[config.mk]
export PLATFORM = sky130hd
export DESIGN_NAME = output_lock_autoselect_commands
export DESIGN_NICKNAME = d
export VERILOG_FILES = /design/src/inc/ocmd_pkg.sv /design/src/hdl/char_fold.sv /design/src/hdl/resp_mem.sv /design/src/hdl/output_lock_autoselect_commands.sv
export VERILOG_INCLUDE_DIRS = /design/src /design/src/inc
export SDC_FILE = /design/constraint.sdc
export NUM_CORES = 1
export LEC_CHECK = 0
export BUFFER_PORTS_ARGS = -buffer_cell sky130_fd_sc_hd__buf_2
export CAP_MARGIN = 20
export CORE_MARGIN = 2
export CORE_UTILIZATION = 60
export DETAILED_ROUTE_END_ITERATION = 16
export PLACE_DENSITY = 0.83
export RECOVER_POWER = 50
export SLEW_MARGIN = 30
export SYNTH_ARGS = -nofsm -noshare
export SYNTH_HDL_FRONTEND = slang
export SYNTH_SLANG_ARGS = --single-unit
[constraint.sdc]
create_clock -name clk_i -period 9.1 [get_ports clk_i]
set_input_delay 2.73 -clock clk_i [delete_from_list [all_inputs] [get_ports clk_i]]
set_output_delay 2.73 -clock clk_i [all_outputs]
set_load 0.01 [all_outputs]
[src/inc/ocmd_params.svh]
/*
  Constants of the output lock and autoselect command interpreter:
  register offsets, field positions, reset values and sizes.
  Assumes inclusion by every design file that needs them.
*/
`ifndef OCMD_PARAMS_SVH
`define OCMD_PARAMS_SVH

// Register byte offsets on the Wishbone slave
`define OC_OFF_RX      8'h00
`define OC_OFF_TX      8'h04
`define OC_OFF_STAT    8'h08
`define OC_OFF_XPT     8'h0C
`define OC_OFF_MUTE    8'h10
`define OC_OFF_ASEL    8'h14

// Field positions
`define OC_STAT_OVR    1
`define OC_TX_VALID    8

// Sizes
`define OC_CMD_DEPTH   4'hC
`define OC_LAST_BYTE   4'hF
`define OC_RESP_DEPTH  32
`define OC_RESP_AW     5
`define OC_VID_INPUTS  3'h6
`define OC_AUD_INPUTS  3'h5
`define OC_OUT_NUMBER  "1"

// Reset values
`define OC_RST_SEL     3'h1
`define OC_RST_AS_EN   1'b0
`define OC_RST_NOSIG   1'b0

`endif

[src/inc/ocmd_pkg.sv]
/*
  Types of the output lock and autoselect command interpreter.
  Assumes nothing of its surroundings.
*/
package ocmd_pkg;

  typedef logic [7:0] char_t;

  typedef enum logic [1:0] {
    MODE_PRIO,
    MODE_FIRST,
    MODE_LAST,
    MODE_STATIC
  } as_mode_t;

  typedef enum logic [2:0] {
    RK_LOCK,
    RK_UNLOCK,
    RK_VIEW,
    RK_SIZE,
    RK_ASEL,
    RK_ERR
  } resp_kind_t;

  typedef enum logic {
    ST_IDLE,
    ST_EMIT
  } emit_state_t;

endpackage

[src/hdl/char_fold.sv]
/*
  Character folding for the command parser: lower case to upper case,
  and white space detection.
  Assumes ASCII input; purely combinational.
*/
`timescale 1ns/100ps

module char_fold (
  // Raw character
  input  wire logic [7:0] raw_i,
  // Folded character
  output logic      [7:0] upper_o,
  output logic            is_space_o
);

  wire is_lower_w = (raw_i >= 8'h61) && (raw_i <= 8'h7A);

  assign upper_o    = is_lower_w ? (raw_i - 8'h20) : raw_i;
  assign is_space_o = (raw_i == 8'h20) || (raw_i == 8'h09);

endmodule // char_fold

[src/hdl/resp_mem.sv]
/*
  Response character memory: one write port, one read port, registered
  read data.
  Assumes the owner keeps the pointers and never reads an entry in the
  cycle after writing it.
*/
`timescale 1ns/100ps
`include "ocmd_params.svh"

module resp_mem (
  // Clock
  input  wire logic                   clk_i,
  // Write port
  input  wire logic                   wr_en_i,
  input  wire logic [`OC_RESP_AW-1:0] wr_addr_i,
  input  wire logic [7:0]             wr_data_i,
  // Read port
  input  wire logic [`OC_RESP_AW-1:0] rd_addr_i,
  output logic      [7:0]             rd_data_o
);

  logic [7:0] mem_q [`OC_RESP_DEPTH];

  always_ff @(posedge clk_i) begin
    if (wr_en_i) begin
      mem_q[wr_addr_i] <= wr_data_i;
    end
    rd_data_o <= mem_q[rd_addr_i];
  end

endmodule // resp_mem

[src/hdl/output_lock_autoselect_commands.sv]
/*
  Text command interpreter for the single output of a small crosspoint:
  lock, unlock, connection view, size and autoselect commands, plus a
  Wishbone classic register file for switching, muting and status.
  Assumes a Wishbone classic master on clk_i (same domain, no sync).
*/
// Overview of operation
// - Lock freezes layer; answer tag, output, layer
// - Unlock frees layer; answer tag, output, layer
// - Unlock answer identical whatever previous lock state
// - Both layers view: video line, then audio
// - View line: layer letter, two-digit input
// - Flag M muted, L locked, U both
// - Layer A audio, V video, AV/none both
// - Size answers one line per layer
// - Video six by one, audio five by one
// - Autoselect commands address output one
// - Video autoselect query answers three fields
// - Enable field E enabled, D disabled
// - Video mode P, K or L
// - Audio mode adds S static
// - No-signal B blank, M mute
// - Video autoselect change applied and echoed
// - Audio autoselect query answers three fields
// - Mute keeps crosspoint selection untouched
// - No grouped switch onto locked layer
`timescale 1ns/100ps
`include "ocmd_params.svh"

module output_lock_autoselect_commands (
  // Clock and reset
  input  wire logic               clk_i,
  input  wire logic               rst_i,
  // Wishbone classic slave
  input  wire logic               wb_cyc_i,
  input  wire logic               wb_stb_i,
  input  wire logic               wb_we_i,
  input  wire logic [7:0]         wb_adr_i,
  input  wire logic [3:0]         wb_sel_i,
  input  wire logic [31:0]        wb_dat_i,
  output logic      [31:0]        wb_dat_o,
  output logic                    wb_ack_o,
  // Crosspoint state
  output logic      [2:0]         video_sel_o,
  output logic      [2:0]         audio_sel_o,
  output logic                    video_mute_o,
  output logic                    audio_mute_o,
  output logic                    video_lock_o,
  output logic                    audio_lock_o,
  // Autoselect settings
  output logic                    video_as_en_o,
  output ocmd_pkg::as_mode_t      video_as_mode_o,
  output logic                    video_as_nosig_mute_o,
  output logic                    audio_as_en_o,
  output ocmd_pkg::as_mode_t      audio_as_mode_o,
  output logic                    audio_as_nosig_mute_o
);
  import ocmd_pkg::*;

  logic                   ack_q;
  logic [31:0]            dat_q;
  char_t                  cmd_q [`OC_CMD_DEPTH];
  logic [3:0]             len_q;
  logic                   in_cmd_q;
  logic                   ovf_q;
  logic                   ovr_q;
  emit_state_t            state_q;
  resp_kind_t             kind_q;
  logic [1:0]             mask_q;
  logic [3:0]             idx_q;
  logic                   second_q;
  logic                   cur_audio_q;
  logic [1:0]             lock_q;
  logic                   vmute_q;
  logic                   amute_q;
  logic [2:0]             vsel_q;
  logic [2:0]             asel_q;
  logic                   vas_en_q;
  as_mode_t               vas_mode_q;
  logic                   vas_ns_q;
  logic                   aas_en_q;
  as_mode_t               aas_mode_q;
  logic                   aas_ns_q;
  logic [`OC_RESP_AW:0]   wr_ptr_q;
  logic [`OC_RESP_AW:0]   rd_ptr_q;
  logic [`OC_RESP_AW:0]   wr_seen_q;
  char_t                  mem_rd_w;
  char_t                  rx_char_w;
  logic                   rx_space_w;
  logic [127:0]           line_w;
  char_t                  line_byte_w [16];

  // Bus decode
  wire       req_w      = wb_cyc_i & wb_stb_i & ~ack_q;
  wire       wr_w       = req_w & wb_we_i;
  wire       rd_w       = req_w & ~wb_we_i;
  wire [7:0] off_w      = {wb_adr_i[7:2], 2'b00};
  wire       hit_rx_w   = off_w == `OC_OFF_RX;
  wire       hit_tx_w   = off_w == `OC_OFF_TX;
  wire       hit_stat_w = off_w == `OC_OFF_STAT;
  wire       hit_xpt_w  = off_w == `OC_OFF_XPT;
  wire       hit_mute_w = off_w == `OC_OFF_MUTE;
  wire       hit_asel_w = off_w == `OC_OFF_ASEL;
  wire       busy_w     = state_q == ST_EMIT;
  wire       rx_wr_w    = wr_w & hit_rx_w & wb_sel_i[0];
  wire       full_w     = (wr_ptr_q[`OC_RESP_AW] != rd_ptr_q[`OC_RESP_AW]) &&
                          (wr_ptr_q[`OC_RESP_AW-1:0] == rd_ptr_q[`OC_RESP_AW-1:0]);
  // Entries count as readable one cycle late so the registered read port has caught up
  wire       tx_valid_w = wr_seen_q != rd_ptr_q;
  wire       pop_w      = rd_w & hit_tx_w & tx_valid_w;

  char_fold u_fold (
    .raw_i      (wb_dat_i[7:0]),
    .upper_o    (rx_char_w),
    .is_space_o (rx_space_w)
  );

  // Character intake: characters arriving while a response is still being built are dropped
  wire take_w  = rx_wr_w & ~busy_w;
  wire open_w  = take_w & (rx_char_w == "{");
  wire close_w = take_w & in_cmd_q & (rx_char_w == "}");
  wire store_w = take_w & in_cmd_q & ~rx_space_w & ~open_w & ~close_w;

  always_ff @(posedge clk_i) begin
    if (rst_i) begin
      len_q    <= 4'h0;
      in_cmd_q <= 1'b0;
      ovf_q    <= 1'b0;
    end else if (open_w) begin
      len_q    <= 4'h0;
      in_cmd_q <= 1'b1;
      ovf_q    <= 1'b0;
    end else if (close_w) begin
      in_cmd_q <= 1'b0;
    end else if (store_w) begin
      if (len_q == `OC_CMD_DEPTH) begin
        ovf_q <= 1'b1;
      end else begin
        len_q <= len_q + 4'h1;
      end
    end
  end

  always_ff @(posedge clk_i) begin
    if (store_w && len_q != `OC_CMD_DEPTH) begin
      cmd_q[len_q] <= rx_char_w;
    end
  end

  // Command decode
  wire       is_lock_w   = (cmd_q[0] == "#") & (cmd_q[1] == ">");
  wire       is_unlock_w = (cmd_q[0] == "+") & (cmd_q[1] == "<");
  wire       two_dig_w   = (cmd_q[2] == "0") & (cmd_q[3] == "1");
  wire       lk_out_ok_w = two_dig_w | (cmd_q[2] == `OC_OUT_NUMBER);
  wire       is_vc_w     = (cmd_q[0] == "V") & (cmd_q[1] == "C");
  wire       is_size_w   = {cmd_q[0], cmd_q[1], cmd_q[2], cmd_q[3], cmd_q[4], cmd_q[5],
                            cmd_q[6]} == "GETSIZE";
  wire [3:0] lay_p_w     = (is_lock_w | is_unlock_w) ? (two_dig_w ? 4'h4 : 4'h3) :
                           is_vc_w ? 4'h2 : 4'h7;
  wire [3:0] rem_w       = len_q - lay_p_w;
  wire [7:0] la_w        = cmd_q[lay_p_w];
  wire [7:0] lb_w        = cmd_q[lay_p_w + 4'h1];
  // Bit 0 video, bit 1 audio; zero means a malformed layer
  wire [1:0] mask_w      = (rem_w == 4'h0) ? 2'b11 :
                           (rem_w == 4'h1) ? ((la_w == "A") ? 2'b10 :
                                              (la_w == "V") ? 2'b01 : 2'b00) :
                           ((rem_w == 4'h2) & (la_w == "A") & (lb_w == "V")) ? 2'b11 : 2'b00;

  wire       is_as_w     = ({cmd_q[0], cmd_q[1], cmd_q[2]} == "AS_") &
                           ((cmd_q[3] == "V") | (cmd_q[3] == "A")) &
                           ({cmd_q[4], cmd_q[5]} == {`OC_OUT_NUMBER, "="});
  wire       as_audio_w  = cmd_q[3] == "A";
  wire       as_query_w  = is_as_w & (len_q == 4'h7) & (cmd_q[6] == "?");
  wire       st_ok_w     = (cmd_q[6] == "E") | (cmd_q[6] == "D");
  wire       st_en_w     = cmd_q[6] == "E";
  wire       md_ok_w     = (cmd_q[8] == "P") | (cmd_q[8] == "K") | (cmd_q[8] == "L") |
                           (as_audio_w & (cmd_q[8] == "S"));
  wire       ns_ok_w     = (cmd_q[10] == "B") | (cmd_q[10] == "M");
  wire       ns_mute_w   = cmd_q[10] == "M";
  wire       as_set_w    = is_as_w & (len_q == 4'hB) & (cmd_q[7] == ";") &
                           (cmd_q[9] == ";") & st_ok_w & md_ok_w & ns_ok_w;
  wire as_mode_t md_w    = (cmd_q[8] == "P") ? MODE_PRIO :
                           (cmd_q[8] == "K") ? MODE_FIRST :
                           (cmd_q[8] == "L") ? MODE_LAST : MODE_STATIC;
  wire       lk_ok_w     = (is_lock_w | is_unlock_w) & lk_out_ok_w & (mask_w != 2'b00);
  wire resp_kind_t kind_w = ovf_q ? RK_ERR :
                           lk_ok_w ? (is_lock_w ? RK_LOCK : RK_UNLOCK) :
                           (is_vc_w & (mask_w != 2'b00)) ? RK_VIEW :
                           (is_size_w & (mask_w != 2'b00)) ? RK_SIZE :
                           (as_query_w | as_set_w) ? RK_ASEL : RK_ERR;

  // Lock state; an unlock answers the same whether or not the layer was locked
  always_ff @(posedge clk_i) begin
    if (rst_i) begin
      lock_q <= 2'b00;
    end else if (close_w && kind_w == RK_LOCK) begin
      lock_q <= lock_q | mask_w;
    end else if (close_w && kind_w == RK_UNLOCK) begin
      lock_q <= lock_q & ~mask_w;
    end
  end

  // Autoselect settings
  wire as_apply_w = close_w & ~ovf_q & as_set_w;

  always_ff @(posedge clk_i) begin
    if (rst_i) begin
      vas_en_q   <= `OC_RST_AS_EN;
      vas_mode_q <= MODE_PRIO;
      vas_ns_q   <= `OC_RST_NOSIG;
      aas_en_q   <= `OC_RST_AS_EN;
      aas_mode_q <= MODE_PRIO;
      aas_ns_q   <= `OC_RST_NOSIG;
    end else if (as_apply_w && !as_audio_w) begin
      vas_en_q   <= st_en_w;
      vas_mode_q <= md_w;
      vas_ns_q   <= ns_mute_w;
    end else if (as_apply_w) begin
      aas_en_q   <= st_en_w;
      aas_mode_q <= md_w;
      aas_ns_q   <= ns_mute_w;
    end
  end

  a_asel_apply_video: assert property (
    @(posedge clk_i) disable iff (rst_i)
    (as_apply_w && !as_audio_w) |=> (vas_en_q == $past(st_en_w)) &&
                                    (vas_ns_q == $past(ns_mute_w)) && (kind_q == RK_ASEL))
    else $error("video autoselect change not applied");

  // Switching and muting; one write may switch both layers, a locked one is skipped
  wire xpt_wr_w = wr_w & hit_xpt_w;
  wire vsw_w    = xpt_wr_w & wb_sel_i[0] & ~lock_q[0] & (wb_dat_i[2:0] != 3'h0) &
                  (wb_dat_i[2:0] <= `OC_VID_INPUTS);
  wire asw_w    = xpt_wr_w & wb_sel_i[1] & ~lock_q[1] & (wb_dat_i[10:8] != 3'h0) &
                  (wb_dat_i[10:8] <= `OC_AUD_INPUTS);
  wire mute_w   = wr_w & hit_mute_w & wb_sel_i[0];

  always_ff @(posedge clk_i) begin
    if (rst_i) begin
      vsel_q  <= `OC_RST_SEL;
      asel_q  <= `OC_RST_SEL;
      vmute_q <= 1'b0;
      amute_q <= 1'b0;
    end else begin
      if (vsw_w) vsel_q <= wb_dat_i[2:0];
      if (asw_w) asel_q <= wb_dat_i[10:8];
      if (mute_w) begin
        vmute_q <= wb_dat_i[0];
        amute_q <= wb_dat_i[1];
      end
    end
  end

  a_switch_locked: assert property (
    @(posedge clk_i) disable iff (rst_i)
    lock_q[0] |=> $stable(vsel_q))
    else $error("locked video layer changed its connection");

  a_mute_keeps_sel: assert property (
    @(posedge clk_i) disable iff (rst_i)
    mute_w |=> $stable(vsel_q) && $stable(asel_q))
    else $error("mute write altered the crosspoint selection");

  // Overrun flag: set by a dropped character, write one to clear; set wins
  wire ovr_clr_w = wr_w & hit_stat_w & wb_sel_i[0] & wb_dat_i[`OC_STAT_OVR];

  always_ff @(posedge clk_i) begin
    if (rst_i) begin
      ovr_q <= 1'b0;
    end else if (rx_wr_w && busy_w) begin
      ovr_q <= 1'b1;
    end else if (ovr_clr_w) begin
      ovr_q <= 1'b0;
    end
  end

  // Response line builder
  wire       lay_lk_w  = cur_audio_q ? lock_q[1] : lock_q[0];
  wire       lay_mt_w  = cur_audio_q ? amute_q : vmute_q;
  wire [7:0] layc_w    = cur_audio_q ? "A" : "V";
  wire [15:0] lay2_w   = (&mask_q) ? "AV" : {8'h00, mask_q[1] ? "A" : "V"};
  wire [7:0] flag_w    = (lay_lk_w & lay_mt_w) ? "U" : lay_mt_w ? "M" :
                         lay_lk_w ? "L" : 8'h00;
  wire [7:0] digit_w   = {5'b00110, cur_audio_q ? asel_q : vsel_q};
  wire [7:0] ncnt_w    = {5'b00110, cur_audio_q ? `OC_AUD_INPUTS : `OC_VID_INPUTS};
  wire       as_en_w   = cur_audio_q ? aas_en_q : vas_en_q;
  wire as_mode_t as_md_w = cur_audio_q ? aas_mode_q : vas_mode_q;
  wire       as_ns_w   = cur_audio_q ? aas_ns_q : vas_ns_q;
  wire [7:0] st_ch_w   = as_en_w ? "E" : "D";
  wire [7:0] ns_ch_w   = as_ns_w ? "M" : "B";
  wire [7:0] md_ch_w   = (as_md_w == MODE_PRIO) ? "P" : (as_md_w == MODE_FIRST) ? "K" :
                         (as_md_w == MODE_LAST) ? "L" : "S";

  // Lines are left aligned in 16 bytes; zero bytes are padding and are skipped
  always_comb begin
    unique case (kind_q)
      RK_LOCK:   line_w = {"(1LO01 ", lay2_w, ")", 16'h0D0A, 32'h0};
      RK_UNLOCK: line_w = {"(0LO01 ", lay2_w, ")", 16'h0D0A, 32'h0};
      RK_VIEW:   line_w = {"(ALL", layc_w, " ", flag_w, "0", digit_w, ")",
                           16'h0D0A, 32'h0};
      RK_SIZE:   line_w = {"(SIZE=", ncnt_w, "x", `OC_OUT_NUMBER, " ", layc_w, ")",
                           16'h0D0A, 16'h0};
      RK_ASEL:   line_w = {"(AS_", layc_w, `OC_OUT_NUMBER, "=", st_ch_w, ";", md_ch_w,
                           ";", ns_ch_w, ")", 16'h0D0A, 8'h0};
      RK_ERR:    line_w = {"(ERR)", 16'h0D0A, 72'h0};
      default:   line_w = {"(ERR)", 16'h0D0A, 72'h0};
    endcase
  end

  for (genvar i = 0; i < 16; i++) begin : g_line_bytes
    assign line_byte_w[i] = line_w[127-8*i -: 8];
  end

  wire [7:0] cur_byte_w = line_byte_w[idx_q];
  wire       step_w     = busy_w & ~full_w;
  wire       wr_en_w    = step_w & (cur_byte_w != 8'h00);

  // Emission sequencer; the audio line follows the video line when a view or size command named both
  always_ff @(posedge clk_i) begin
    if (rst_i) begin
      state_q     <= ST_IDLE;
      kind_q      <= RK_ERR;
      mask_q      <= 2'b00;
      idx_q       <= 4'h0;
      second_q    <= 1'b0;
      cur_audio_q <= 1'b0;
    end else if (close_w) begin
      state_q     <= ST_EMIT;
      kind_q      <= kind_w;
      mask_q      <= mask_w;
      idx_q       <= 4'h0;
      second_q    <= ((kind_w == RK_VIEW) | (kind_w == RK_SIZE)) & (&mask_w);
      cur_audio_q <= (kind_w == RK_ASEL) ? as_audio_w : (mask_w == 2'b10);
    end else if (step_w) begin
      idx_q <= idx_q + 4'h1;
      if (idx_q == `OC_LAST_BYTE) begin
        if (second_q) begin
          second_q    <= 1'b0;
          cur_audio_q <= 1'b1;
        end else begin
          state_q <= ST_IDLE;
        end
      end
    end
  end

  a_lock_sets_bits: assert property (
    @(posedge clk_i) disable iff (rst_i)
    (close_w && kind_w == RK_LOCK) |=> ((lock_q & $past(mask_w)) == $past(mask_w)) ##16
                                       (lock_q != 2'b00))
    else $error("lock command did not freeze the layer");

  a_unlock_clears: assert property (
    @(posedge clk_i) disable iff (rst_i)
    (close_w && kind_w == RK_UNLOCK) |=> ((lock_q & $past(mask_w)) == 2'b00))
    else $error("unlock command left the layer locked");

  a_unlock_same_ack: assert property (
    @(posedge clk_i) disable iff (rst_i)
    (close_w && lk_ok_w && is_unlock_w && !ovf_q) |=>
      (kind_q == RK_UNLOCK) && busy_w && (mask_q == $past(mask_w)))
    else $error("unlock answer depends on previous lock state");

  a_view_order: assert property (
    @(posedge clk_i) disable iff (rst_i)
    (step_w && kind_q == RK_VIEW && second_q && idx_q == `OC_LAST_BYTE) |=>
      cur_audio_q && busy_w && (idx_q == 4'h0))
    else $error("view audio line did not follow the video line");

  a_view_digit: assert property (
    @(posedge clk_i) disable iff (rst_i)
    (step_w && kind_q == RK_VIEW && idx_q == 4'h8) |->
      wr_en_w && (cur_byte_w == {5'b00110, cur_audio_q ? asel_q : vsel_q}) &&
      (line_byte_w[7] == "0"))
    else $error("view line input number wrong");

  a_view_flag: assert property (
    @(posedge clk_i) disable iff (rst_i)
    (step_w && kind_q == RK_VIEW && idx_q == 4'h6 && lay_lk_w && lay_mt_w) |->
      (cur_byte_w == "U"))
    else $error("locked and muted layer not flagged U");

  a_size_dims: assert property (
    @(posedge clk_i) disable iff (rst_i)
    (step_w && kind_q == RK_SIZE && idx_q == 4'h6) |->
      (cur_byte_w == (cur_audio_q ? "5" : "6")))
    else $error("reported crosspoint size wrong");

  // Response pointers and memory
  always_ff @(posedge clk_i) begin
    if (rst_i) begin
      wr_ptr_q  <= '0;
      rd_ptr_q  <= '0;
      wr_seen_q <= '0;
    end else begin
      wr_seen_q <= wr_ptr_q;
      if (wr_en_w) wr_ptr_q <= wr_ptr_q + 1'b1;
      if (pop_w) rd_ptr_q <= rd_ptr_q + 1'b1;
    end
  end

  resp_mem u_resp_mem (
    .clk_i     (clk_i),
    .wr_en_i   (wr_en_w),
    .wr_addr_i (wr_ptr_q[`OC_RESP_AW-1:0]),
    .wr_data_i (cur_byte_w),
    .rd_addr_i (rd_ptr_q[`OC_RESP_AW-1:0]),
    .rd_data_o (mem_rd_w)
  );

  // Read mux; unmapped offsets read as zero and are acknowledged
  wire [31:0] rdata_w =
    hit_tx_w   ? {23'h0, tx_valid_w, tx_valid_w ? mem_rd_w : 8'h00} :
    hit_stat_w ? {26'h0, amute_q, vmute_q, lock_q, ovr_q, busy_w} :
    hit_xpt_w  ? {21'h0, asel_q, 5'h0, vsel_q} :
    hit_mute_w ? {30'h0, amute_q, vmute_q} :
    hit_asel_w ? {20'h0, aas_ns_q, aas_mode_q, aas_en_q, 4'h0, vas_ns_q, vas_mode_q,
                  vas_en_q} : 32'h0;

  always_ff @(posedge clk_i) begin
    if (rst_i) begin
      ack_q <= 1'b0;
      dat_q <= 32'h0;
    end else begin
      ack_q <= req_w;
      dat_q <= rd_w ? rdata_w : 32'h0;
    end
  end

  assign wb_ack_o              = ack_q;
  assign wb_dat_o              = dat_q;
  assign video_sel_o           = vsel_q;
  assign audio_sel_o           = asel_q;
  assign video_mute_o          = vmute_q;
  assign audio_mute_o          = amute_q;
  assign video_lock_o          = lock_q[0];
  assign audio_lock_o          = lock_q[1];
  assign video_as_en_o         = vas_en_q;
  assign video_as_mode_o       = vas_mode_q;
  assign video_as_nosig_mute_o = vas_ns_q;
  assign audio_as_en_o         = aas_en_q;
  assign audio_as_mode_o       = aas_mode_q;
  assign audio_as_nosig_mute_o = aas_ns_q;

endmodule // output_lock_autoselect_commands

Yosys cells after proc, flatten, opt, wreduce, memory -nomap -nowiden
Memory sizes are Yosys's and may differ from the RTL's. A register that Yosys moved wholly into a read port is not among the register bits.
Cells that the tools add are included.
{ "word_totals": {"regBits": 88, "ramBits": 352, "inputBits": 49, "mem_count": 2} }
{ "mem_list": {"columns": ["memory", "words", "width", "rd", "rd_ports_with_merged_regs", "write_ports", "line", "text"], "rows": [
  ["u_resp_mem.mem_q", 32, 8, 1, 1, 1, "resp_mem.sv:22", "logic [7:0] mem_q [`OC_RESP_DEPTH];"],
  ["cmd_q", 12, 8, 13, 0, 1, "output_lock_autoselect_commands.sv:62", "char_t cmd_q [`OC_CMD_DEPTH];"]
]} }
{ "classes": {"add_sub_neg": 7, "n_lt_le_gt_ge": 5, "n_eq_ne": 59, "n_mux": 68, "n_bitwise": 84, "n_reduce_logical": 38} }
{ "ops": {"columns": ["operator", "n"], "rows": [
  ["$pmux W119 S5", 1],
  ["$eq A8 B7 Y1 const B", 17],
  ["$eq A8 B6 Y1 const B", 11],
  ["$and A1 B1 Y1", 56],
  ["$eq A56 B55 Y1 const B", 1],
  ["$mux W11", 3],
  ["$bmux W8 S4", 1],
  ["$mux W8", 4],
  ["$mux W1", 29],
  ["$mux W5", 5],
  ["$eq A24 B23 Y1 const B", 1],
  ["$mux W3", 8],
  ["$mux W7", 3],
  ["$mux W2", 10],
  ["$mux W9", 2],
  ["$eq A16 B14 Y1 const B", 1],
  ["$mux W15", 1],
  ["$not A1 Y1", 14],
  ["$reduce_bool A2 Y1", 7],
  ["$add A6 B1 Y6 const B", 2],
  ["$eq A3 B2 Y1 const B", 4],
  ["$eq A4 B4 Y1 const B", 3],
  ["$eq A6 B2 Y1 const B", 2],
  ["$eq A6 B3 Y1 const B", 2],
  ["other kinds (43)", 73]
]} }

Logic depth before layout (Yosys ltp)
Gate-level depths: netlist of the first run.
An unclocked memory read counts as a cell.
{ "depth": {"ltp_word": 22, "mapped_depth": 17, "depth_no_buf": 17} }

Modules after synthesis
From an unflattened synthesis of the first run, not the netlist that was laid out.
{ "unflattened": {"hier_cells": 1340, "area_unflattened_um2": 18903.1} }
{ "modules_own_cells": {"columns": ["module", "n_inst", "cells_per_inst", "area_each_um2", "seq_area_each_um2"], "rows": [
  ["resp_mem", 1, 417, 10053.4, 7847.5],
  ["output_lock_autoselect_commands", 1, 899, 8668.3, 4003.8],
  ["char_fold", 1, 24, 181.4, 0.0]
]} }

Worst setup path after synthesis of the first run
Ideal clock, no wire load.
{ "synth_path": {"path_kind": "in2reg", "from": "input wb_adr_i[7]", "to": "memory cmd_q[0][0] in the netlist's numbering (enable)", "setup_time_ns": 0.383, "t_arrival_ns": 4.686, "required_ns": 8.717, "path_slack_ns": 4.030, "stages": 8, "path_cell_list": "or3_1 -> nor3_2 -> nand3b_1 -> nor2_1 -> and4_1 -> clkbuf_1 -> nand2_1 -> nor3_1"} }
{ "synth_between": {"elab_chain_cells": 11, "word_cells_on_any_way": 15, "cone_classes": "mux (2); bitwise (11); reduce/logical (2)"} }
{ "synth_lines": {"columns": ["element", "line", "text"], "rows": [
  ["start, declared", "output_lock_autoselect_commands.sv:38", "input wire logic [7:0] wb_adr_i,"],
  ["$logic_not A8 Y1 (no line) (*)", null, null],
  ["$and A1 B1 Y1 (*) (2 in series)", "output_lock_autoselect_commands.sv:105", "wire rx_wr_w = wr_w & hit_rx_w & wb_sel_i[0];"],
  ["$and A1 B1 Y1 (*)", "output_lock_autoselect_commands.sv:119", "wire take_w = rx_wr_w & ~busy_w;"],
  ["$and A1 B1 Y1 (on tied branches)", "output_lock_autoselect_commands.sv:121, output_lock_autoselect_commands.sv:122, output_lock_autoselect_commands.sv:120", null],
  ["$and A1 B1 Y1 (tied with other cells)", "output_lock_autoselect_commands.sv:122", "wire store_w = take_w & in_cmd_q & ~rx_space_w & ~open_w & ~close_w;"],
  ["$and A1 B1 Y1 / $not A1 Y1 (equally long branches)", null, null],
  ["$and A1 B1 Y1 (*)", "output_lock_autoselect_commands.sv:122", null],
  ["$logic_and A1 B1 Y1 (no line) (*)", null, null],
  ["$mux W1 (*)", "output_lock_autoselect_commands.sv:145", "if (store_w && len_q != `OC_CMD_DEPTH) begin"],
  ["$mux W1 (implied by the code) (*)", "output_lock_autoselect_commands.sv:146", "cmd_q[len_q] <= rx_char_w;"],
  ["end, declared", "output_lock_autoselect_commands.sv:62", null]
]} }
Mark *: on every way between the ends. The rest lies on a longest branch, timed or not.

==> impl_metrics.env, run 1 <==
export IMPL_synth_top_area_cell="edfxtp_1"
export IMPL_cts_resized=0
export IMPL_r2r_end="u_resp_mem.rd_data_o[4]"
export IMPL_holdPathStages=2
export IMPL_die_h_um=175
export IMPL_path_cells="clkbuf_1 > mux4_2 > mux4_2 > mux2_1"
export IMPL_rsz0062_at_grt="false"
export IMPL_finalSetupTns_ps=0
export IMPL_hold_path_startpoint="u_resp_mem.rd_data_o[0]"
export IMPL_setup_viol=0
export IMPL_power_leakage_nw=6.20
export IMPL_clk_pin_slew_ps=60
export IMPL_arrival_ps=6110
export IMPL_ir_drop_mv=0.160
export IMPL_dp_hpwl_mm=27.3
export IMPL_power_density_mw_per_mm2=183
export IMPL_via_per_inst=6.62
export IMPL_whs_endpoint="wb_dat_o[0]"
export IMPL_min_path_type="reg2reg"
export IMPL_grt_pass1_wl_mm=66.8
export IMPL_drc_errors=0
export IMPL_cp_end_kind="flip-flop"
export IMPL_cts_root_buf="clkbuf_16"
export IMPL_fin_util_pct=67.1
export IMPL_reg2reg_from="rd_ptr_q[0]"
export IMPL_async_reset_ff_share_pct=0
export IMPL_final_net_count=1399
export IMPL_slowest_delay_ps=2950
export IMPL_first_iter_violations=1515
export IMPL_port_buffers=53
export IMPL_first_global_vias=11302
export IMPL_rows=62
export IMPL_critPathBufInv=1
export IMPL_placed_area_mm2=0.0181
export IMPL_clk_latency_ps=570
export IMPL_period_share_pct=62.4
export IMPL_cts_tree="yes"
export IMPL_vias=11554
export IMPL_synth_top_area_share_pct=53.1
export IMPL_coreArea_mm2=0.0289
export IMPL_ctsHoldBuffers=0
export IMPL_required_ps=9520
export IMPL_diodes=0
export IMPL_antenna_found_initial=0
export IMPL_cp_max_fo=51
export IMPL_holdWs_ps=429
export IMPL_finalMaxSlewViolations=136
export IMPL_dieArea_mm2=0.0308
export IMPL_synth_edf_count=312
export IMPL_crit_family="buffers and inverters"
export IMPL_ff2ff_path_depth=4
export IMPL_period_needed_ps=5680
export IMPL_outcome="complete, but fails checks"
export IMPL_finish_instance_area_mm2=0.0194
export IMPL_synthMostInstantiatedCell="edfxtp_1"
export IMPL_start_kind="flip-flop"
export IMPL_synth_area_leaders="edfxtp_1 53%, mux4_2 8.9%, dfxtp_1 8.4%, nor2_1 2.7%, mux2i_1 1.8%"
export IMPL_ys_warn_count=0
export IMPL_cts_buffers=39
export IMPL_post_cts_buffers=0
export IMPL_gr_total_overflow=0
export IMPL_cts_sinks=386
export IMPL_worst_pin_slew_ps=4160
export IMPL_seq_area_frac_synth_pct=61.5
export IMPL_htreeDepth=2
export IMPL_drt_first_pass_iters=6
export IMPL_cp_common_cell="mux4_2"
export IMPL_start_util_pct=61.1
export IMPL_syn_inst=1293
export IMPL_drive_gt1_share_pct=14.9
export IMPL_hold_viol=0
export IMPL_ys_top_cells_by_count="312 x edfxtp_1, 128 x nor2_1, 74 x dfxtp_1, 74 x nand2_1, 70 x mux4_2"
export IMPL_gp_congestion=0.902
export IMPL_synth_ff_type="edfxtp_1"
export IMPL_syn_area_per_cell_um2=13.6
export IMPL_area_growth_pct=9.72
export IMPL_detail_route_wl_per_cell_um=24.7
export IMPL_cap_violations=4
export IMPL_routed_wl_mm=43.1
export IMPL_clock_path_buffers=3
export IMPL_rrSetupSlack_ps=3420
export IMPL_gr_usage_all_layers_pct=28.4
export IMPL_relSlewSlack_pct=-177
export IMPL_syn_cell_area_mm2=0.0176
export IMPL_synth_seq_cells=386
export IMPL_die_w_um=175
export IMPL_clock_skew_ps=47.5
export IMPL_path_class="reg2reg"
export IMPL_ios=100
export IMPL_violations="max-capacitance violations, max-slew violations"
export IMPL_synth_cell_types=96
export IMPL_max_freq_mhz=176
export IMPL_slowest_stage="clkbuf_1"
export IMPL_grt_max_degree=62
export IMPL_final_antenna_net_count=0
==> registers in the layout (all words and copies together) (netlist names), 2 cells and up, named ones only <==
register	flops
audio_as_mode_o	2
audio_sel_o	3
cmd_q	88
idx_q	4
kind_q	3
len_q	4
mask_q	2
rd_ptr_q	6
u_resp_mem.mem_q	224
u_resp_mem.rd_data_o	7
video_as_mode_o	2
video_sel_o	3
wb_dat_o	11
wr_ptr_q	6
wr_seen_q	6
==> kinds of logic (layout without fill, tap and decap cells) <==
kind of cell | after synthesis | after routing | synth area share [%]
simple gates | 423 | 423 | 12.9
flops | 386 | 386 | 61.5
fa+ha+maj | 19 | 19 | 1.39
compound gates | 197 | 197 | 7.77
mux | 116 | 116 | 11.7
xor+xnor | 28 | 28 | 1.39
buf+inv | 123 | 171 | 3.38
other cells | 1 | 21 | 0.0213
==> layer usage <==
layer,vias to the layer above,track usage (%),share of wire (%)
met4,0,11.0,3.7
met3,109,4.22,8.4
li1,5034,-,-
met2,675,47.8,49
met1,5736,37.8,38
met5,-,0,0
==> per-stage QoR <==
stage / power [mW] / worst slack (ps) / cells
6_report: 3.54 / 3420 / 1745
4_1_cts: 3.55 / 4010 / 1745
3_5_place_dp: 1.96 / 3670 / 1674
3_3_place_gp: 1.96 / 3720 / 1674
5_1_grt: 3.62 / 2790 / 1745
2_1_floorplan: 1.95 / 4030 / 1313
==> final cells by class <==
cell class	count	area [um2]
inverters	34	128
clock buffers	46	1010
fillers	1928	9510
multi-input cells	804	6290
flip-flops and latches	386	10900
clock inverters	25	285
well taps	384	480
repair buffers	66	303
==> how the worst max path moves through the flow <==
stage / start / end / slack [ps] / depth (start not counted)
after global routing: rd_ptr_q[0] / u_resp_mem.rd_data_o[4] / 2790 / 4
after detailed placement: wb_stb_i / audio_as_mode_o[1] / 3670 / 11
after floorplan: wb_adr_i[7] / cmd_q[0][0] / 4030 / 8
after CTS: cur_audio_q / u_resp_mem.mem_q[14][1] / 4010 / 10
after global placement: wb_adr_i[7] / rd_ptr_q[5] / 3720 / 8
final: rd_ptr_q[0] / u_resp_mem.rd_data_o[4] / 3420 / 4
==> report_power, final <==
part	internal (mW)	leakage (nW)	switching [mW]
Clock	0.925	0.625	0.695
Combinational	0.00682	2.15	0.0299
Sequential	1.89	3.43	0.000144
Total	2.82	6.20	0.725
==> worst reg2reg max path, stage by stage (launching register included) <==
cell and delay (ps):
dfxtp_1 770, clkbuf_1 2960, mux4_2 890, mux4_2 580, mux2_1 360
==> cells in the final DEF (no fill, tap or decap), drive strengths merged, types with 11 or more instances in the layout <==
cell type and instances:
edfxtp 312, nor2 133, clkbuf 86, nand2 76, dfxtp 74, mux4 70, a21oi 50, inv 36
o21ai 34, mux2i 31, nand3 31, buf 26, nand4 23, nand2b 21, conb 21, nor3 21
ha 18, clkinv 17, xor2 15, nor2b 15, mux2 15, xnor2 13, nor4 12, and3 11
and2 11, a22oi 11
Power figures use the tool's default switching activity.
==> inputs of run 2 (changes only) <==
--- a/config.mk
+++ b/config.mk
@@ -6,6 +6,7 @@
 export SDC_FILE = /design/constraint.sdc
 export NUM_CORES = 1
 export LEC_CHECK = 0
+export ABC_AREA = 1
 export BUFFER_PORTS_ARGS = -buffer_cell sky130_fd_sc_hd__buf_2
 export CAP_MARGIN = 20
 export CORE_MARGIN = 2
==> constraint.sdc (replaced) <==
create_clock -name clk_i -period 5.7 [get_ports clk_i]
set_input_delay 1.71 -clock clk_i [delete_from_list [all_inputs] [get_ports clk_i]]
set_output_delay 1.71 -clock clk_i [all_outputs]
set_load 0.01 [all_outputs]
==> run 2 against run 1 <==
- highest routed layer unchanged
- critical path depth increased by 11
- largest cell class unchanged
- first-iteration DRC count is 10% higher
- via count grew 17%
- the run now ends clean
- utilization is 0.076 points lower
- count of clock-buffer cells in the layout is 6 higher
==> impl_metrics.env, run 2 <==
export IMPL_outcome="finished, final reports clean"
export IMPL_finalMaxSlewViolations=0
export IMPL_syn_cell_area_mm2=0.0176
export IMPL_clk_pin_slew_ps=60
export IMPL_via_per_inst=6.09
export IMPL_start_kind="input port"
export IMPL_cp_common_cell="nand2_1"
export IMPL_cp_max_fo=14
export IMPL_coreArea_mm2=0.0288
export IMPL_crit_family="simple AND/OR/NAND/NOR gates"
export IMPL_worst_pin_slew_ps=1290
export IMPL_crit_cells=15
export IMPL_port_buffers=53
export IMPL_synth_ff_type="edfxtp_1"
export IMPL_synth_cell_types=61
export IMPL_fin_ws_ps=801
export IMPL_async_reset_ff_share_pct=0
export IMPL_max_freq_mhz=204
export IMPL_power_density_mw_per_mm2=286
export IMPL_dieArea_mm2=0.0307
export IMPL_cts_buffers=39
export IMPL_cts_root_buf="clkbuf_16"
export IMPL_reg2reg_from="idx_q[0]"
export IMPL_detail_route_wl_per_cell_um=19.9
export IMPL_ys_top_cells_by_count="312 x edfxtp_1, 283 x nor2_1, 236 x nand2_1"
export IMPL_vias=13574
export IMPL_slowest_stage="clkbuf_1"
export IMPL_synth_seq_cells=386
export IMPL_synth_top_area_cell="edfxtp_1"
export IMPL_ff2ff_path_depth=16
export IMPL_clock_skew_ps=32.2
export IMPL_gp_congestion=0.934
export IMPL_synthMostInstantiatedCell="edfxtp_1"
export IMPL_post_cts_buffers=0
export IMPL_dp_slack_ps=935
export IMPL_synth_top_area_share_pct=53.3
export IMPL_routed_wl_mm=44.3
export IMPL_seq_area_frac_synth_pct=61.7
export IMPL_r2r_end="u_resp_mem.mem_q[24][2]"
export IMPL_drive_gt1_share_pct=7.16
export IMPL_slowest_delay_ps=650
export IMPL_syn_area_per_cell_um2=9.91
export IMPL_ctsHoldBuffers=0
export IMPL_cts_resized=0
export IMPL_start_util_pct=61.1
export IMPL_final_antenna_net_count=0
export IMPL_drt_first_pass_iters=7
export IMPL_final_cell_mix="312 x edfxtp_1, 282 x nor2_1, 236 x nand2_1, 182 x inv_1, 177 x o21ai_0"
export IMPL_gr_total_overflow=0
export IMPL_crit_end="cmd_q[1][0]"
export IMPL_arrival_ps=5070
export IMPL_rows=62
export IMPL_fillers=2141
export IMPL_first_global_vias=12834
export IMPL_die_w_um=175
export IMPL_die_h_um=175
export IMPL_cts_tree="yes"
export IMPL_grt_max_degree=116
export IMPL_area_growth_pct=9.67
export IMPL_synth_area_leaders="edfxtp_1 53%, dfxtp_1 8.4%, nor2_1 6.0%, nand2_1 5.0%, o21ai_0 5.0%"
export IMPL_first_iter_violations=1672
export IMPL_drc_errors=0
export IMPL_relSlewSlack_pct=13.9
export IMPL_ir_drop_mv=0.279
export IMPL_period_needed_ps=4900
export IMPL_power_leakage_nw=6.91
export IMPL_htreeDepth=2
export IMPL_critPathBufInv=3
export IMPL_syn_inst=1773
export IMPL_min_path_type="reg2reg"
export IMPL_crit_start="wb_dat_i[2]"
export IMPL_path_class="in2reg"
export IMPL_period_share_pct=85.9
export IMPL_grt_pass1_wl_mm=68.5
export IMPL_finalSetupTns_ps=0
export IMPL_clk_latency_ps=550
export IMPL_dp_hpwl_mm=29.2
export IMPL_rrSetupSlack_ps=1380
export IMPL_cts_sinks=386
export IMPL_largest_register_ffs=224
export IMPL_final_net_count=1887
export IMPL_top_register="u_resp_mem.mem_q"
export IMPL_antenna_found_initial=1
export IMPL_hold_viol=0
export IMPL_required_ps=5870
export IMPL_path_cells="clkbuf_1 > inv_1 > nand2_1 > nor3_1 > o21ai_0 > nand3_1 > o21ai_1 > nor4_2 > nand2_1 > inv_1 > nor3_1 > nand2_1 > nor2_1 > nand2_1 > nor2_1"
export IMPL_gr_usage_all_layers_pct=28.5
export IMPL_setup_viol=0
export IMPL_ys_warn_count=0
export IMPL_ios=100
export IMPL_clock_path_buffers=3
export IMPL_final_common_cell="edfxtp_1"
export IMPL_cp_end_kind="flip-flop"
export IMPL_cap_violations=0
export IMPL_rsz0062_at_grt="false"
export IMPL_synth_edf_count=312
## run 2: cell types whose count changed after synthesis, moves of 30 or more
cell	change
mux4_2	-70
nor2_1	+155
o22ai_1	+39
o21ai_0	+145
mux2i_1	-30
nand3_1	+42
inv_1	+148
nand2_1	+162
## run 2: logic make-up (layout without fill, tap and decap cells)
kind of cell               Yosys count  count (layout)  synth area share [%]
other                                1              22                0.0213
muxes                                1               1                0.0569
adders and majority gates           19              19                  1.40
DFF                                386             386                  61.7
xor gates and xnor gates             5               5                 0.249
buffers and inverters              279             330                  6.44
and+or+nand+nor                    722             722                  18.1
AOI/OAI and AO/OA                  360             360                  12.0
## run 2: metrics by stage
stage                     instance area (um2)  utilization [%]  hold WS [ps]  instances  total power, mW
final                                   19300             67.0           466       2229             5.52
after CTS                               19300             67.2           468       2228             5.54
after global routing                    19300             67.0           494       2228             5.64
after detailed placement                18100             63.0           460       2162             3.14
after global placement                  18100             63.0           458       2162             3.13
after floorplan                         17700                -           394       1793             3.11
## run 2: routing by layer
layer  global-route usage (%)  up-vias  share of wire, %
li1                         -     6266                 -
met5                        0        -                 0
met2                     49.0      718                50
met1                     37.3     6476                38
met4                     9.31        0               3.1
met3                     4.13      114               8.7
## run 2: final cells by class
class	instances	area [um2]	area share (%)
clock buffers	52	1030	5.37
well taps	384	480	2.49
multi-input cells	1128	5670	29.4
clock inverters	14	176	0.915
diodes	1	2.50	0.0130
repair buffers	67	322	1.67
flip-flops and latches	386	10900	56.3
inverters	197	739	3.84
## run 2: worst min path at each step
stage          slack [ps]  depth (start not counted)           to                    start
2_1_floorplan         390                          2  wb_dat_o[6]  u_resp_mem.rd_data_o[6]
3_3_place_gp          460                          2    mask_q[1]                mask_q[1]
3_5_place_dp          460                          2    mask_q[1]                mask_q[1]
4_1_cts               470                          2    mask_q[1]                mask_q[1]
5_1_grt               490                          2     in_cmd_q                 in_cmd_q
6_report              470                          2    mask_q[1]                mask_q[1]
## run 2: power by group
part / switching, mW / total, mW / internal, mW
clock network: 1.03 / 2.44 / 1.42
logic: 0.0514 / 0.0631 / 0.0117
registers: 0.000216 / 3.01 / 3.01
total: 1.08 / 5.52 / 4.44
## run 2: worst reg2reg max path: cells and delay by family (launching register included)
kind            cells  cell delay, ps
flops               1             500
simple gates       11            2090
buf+inv             3            1120
compound gates      2             210
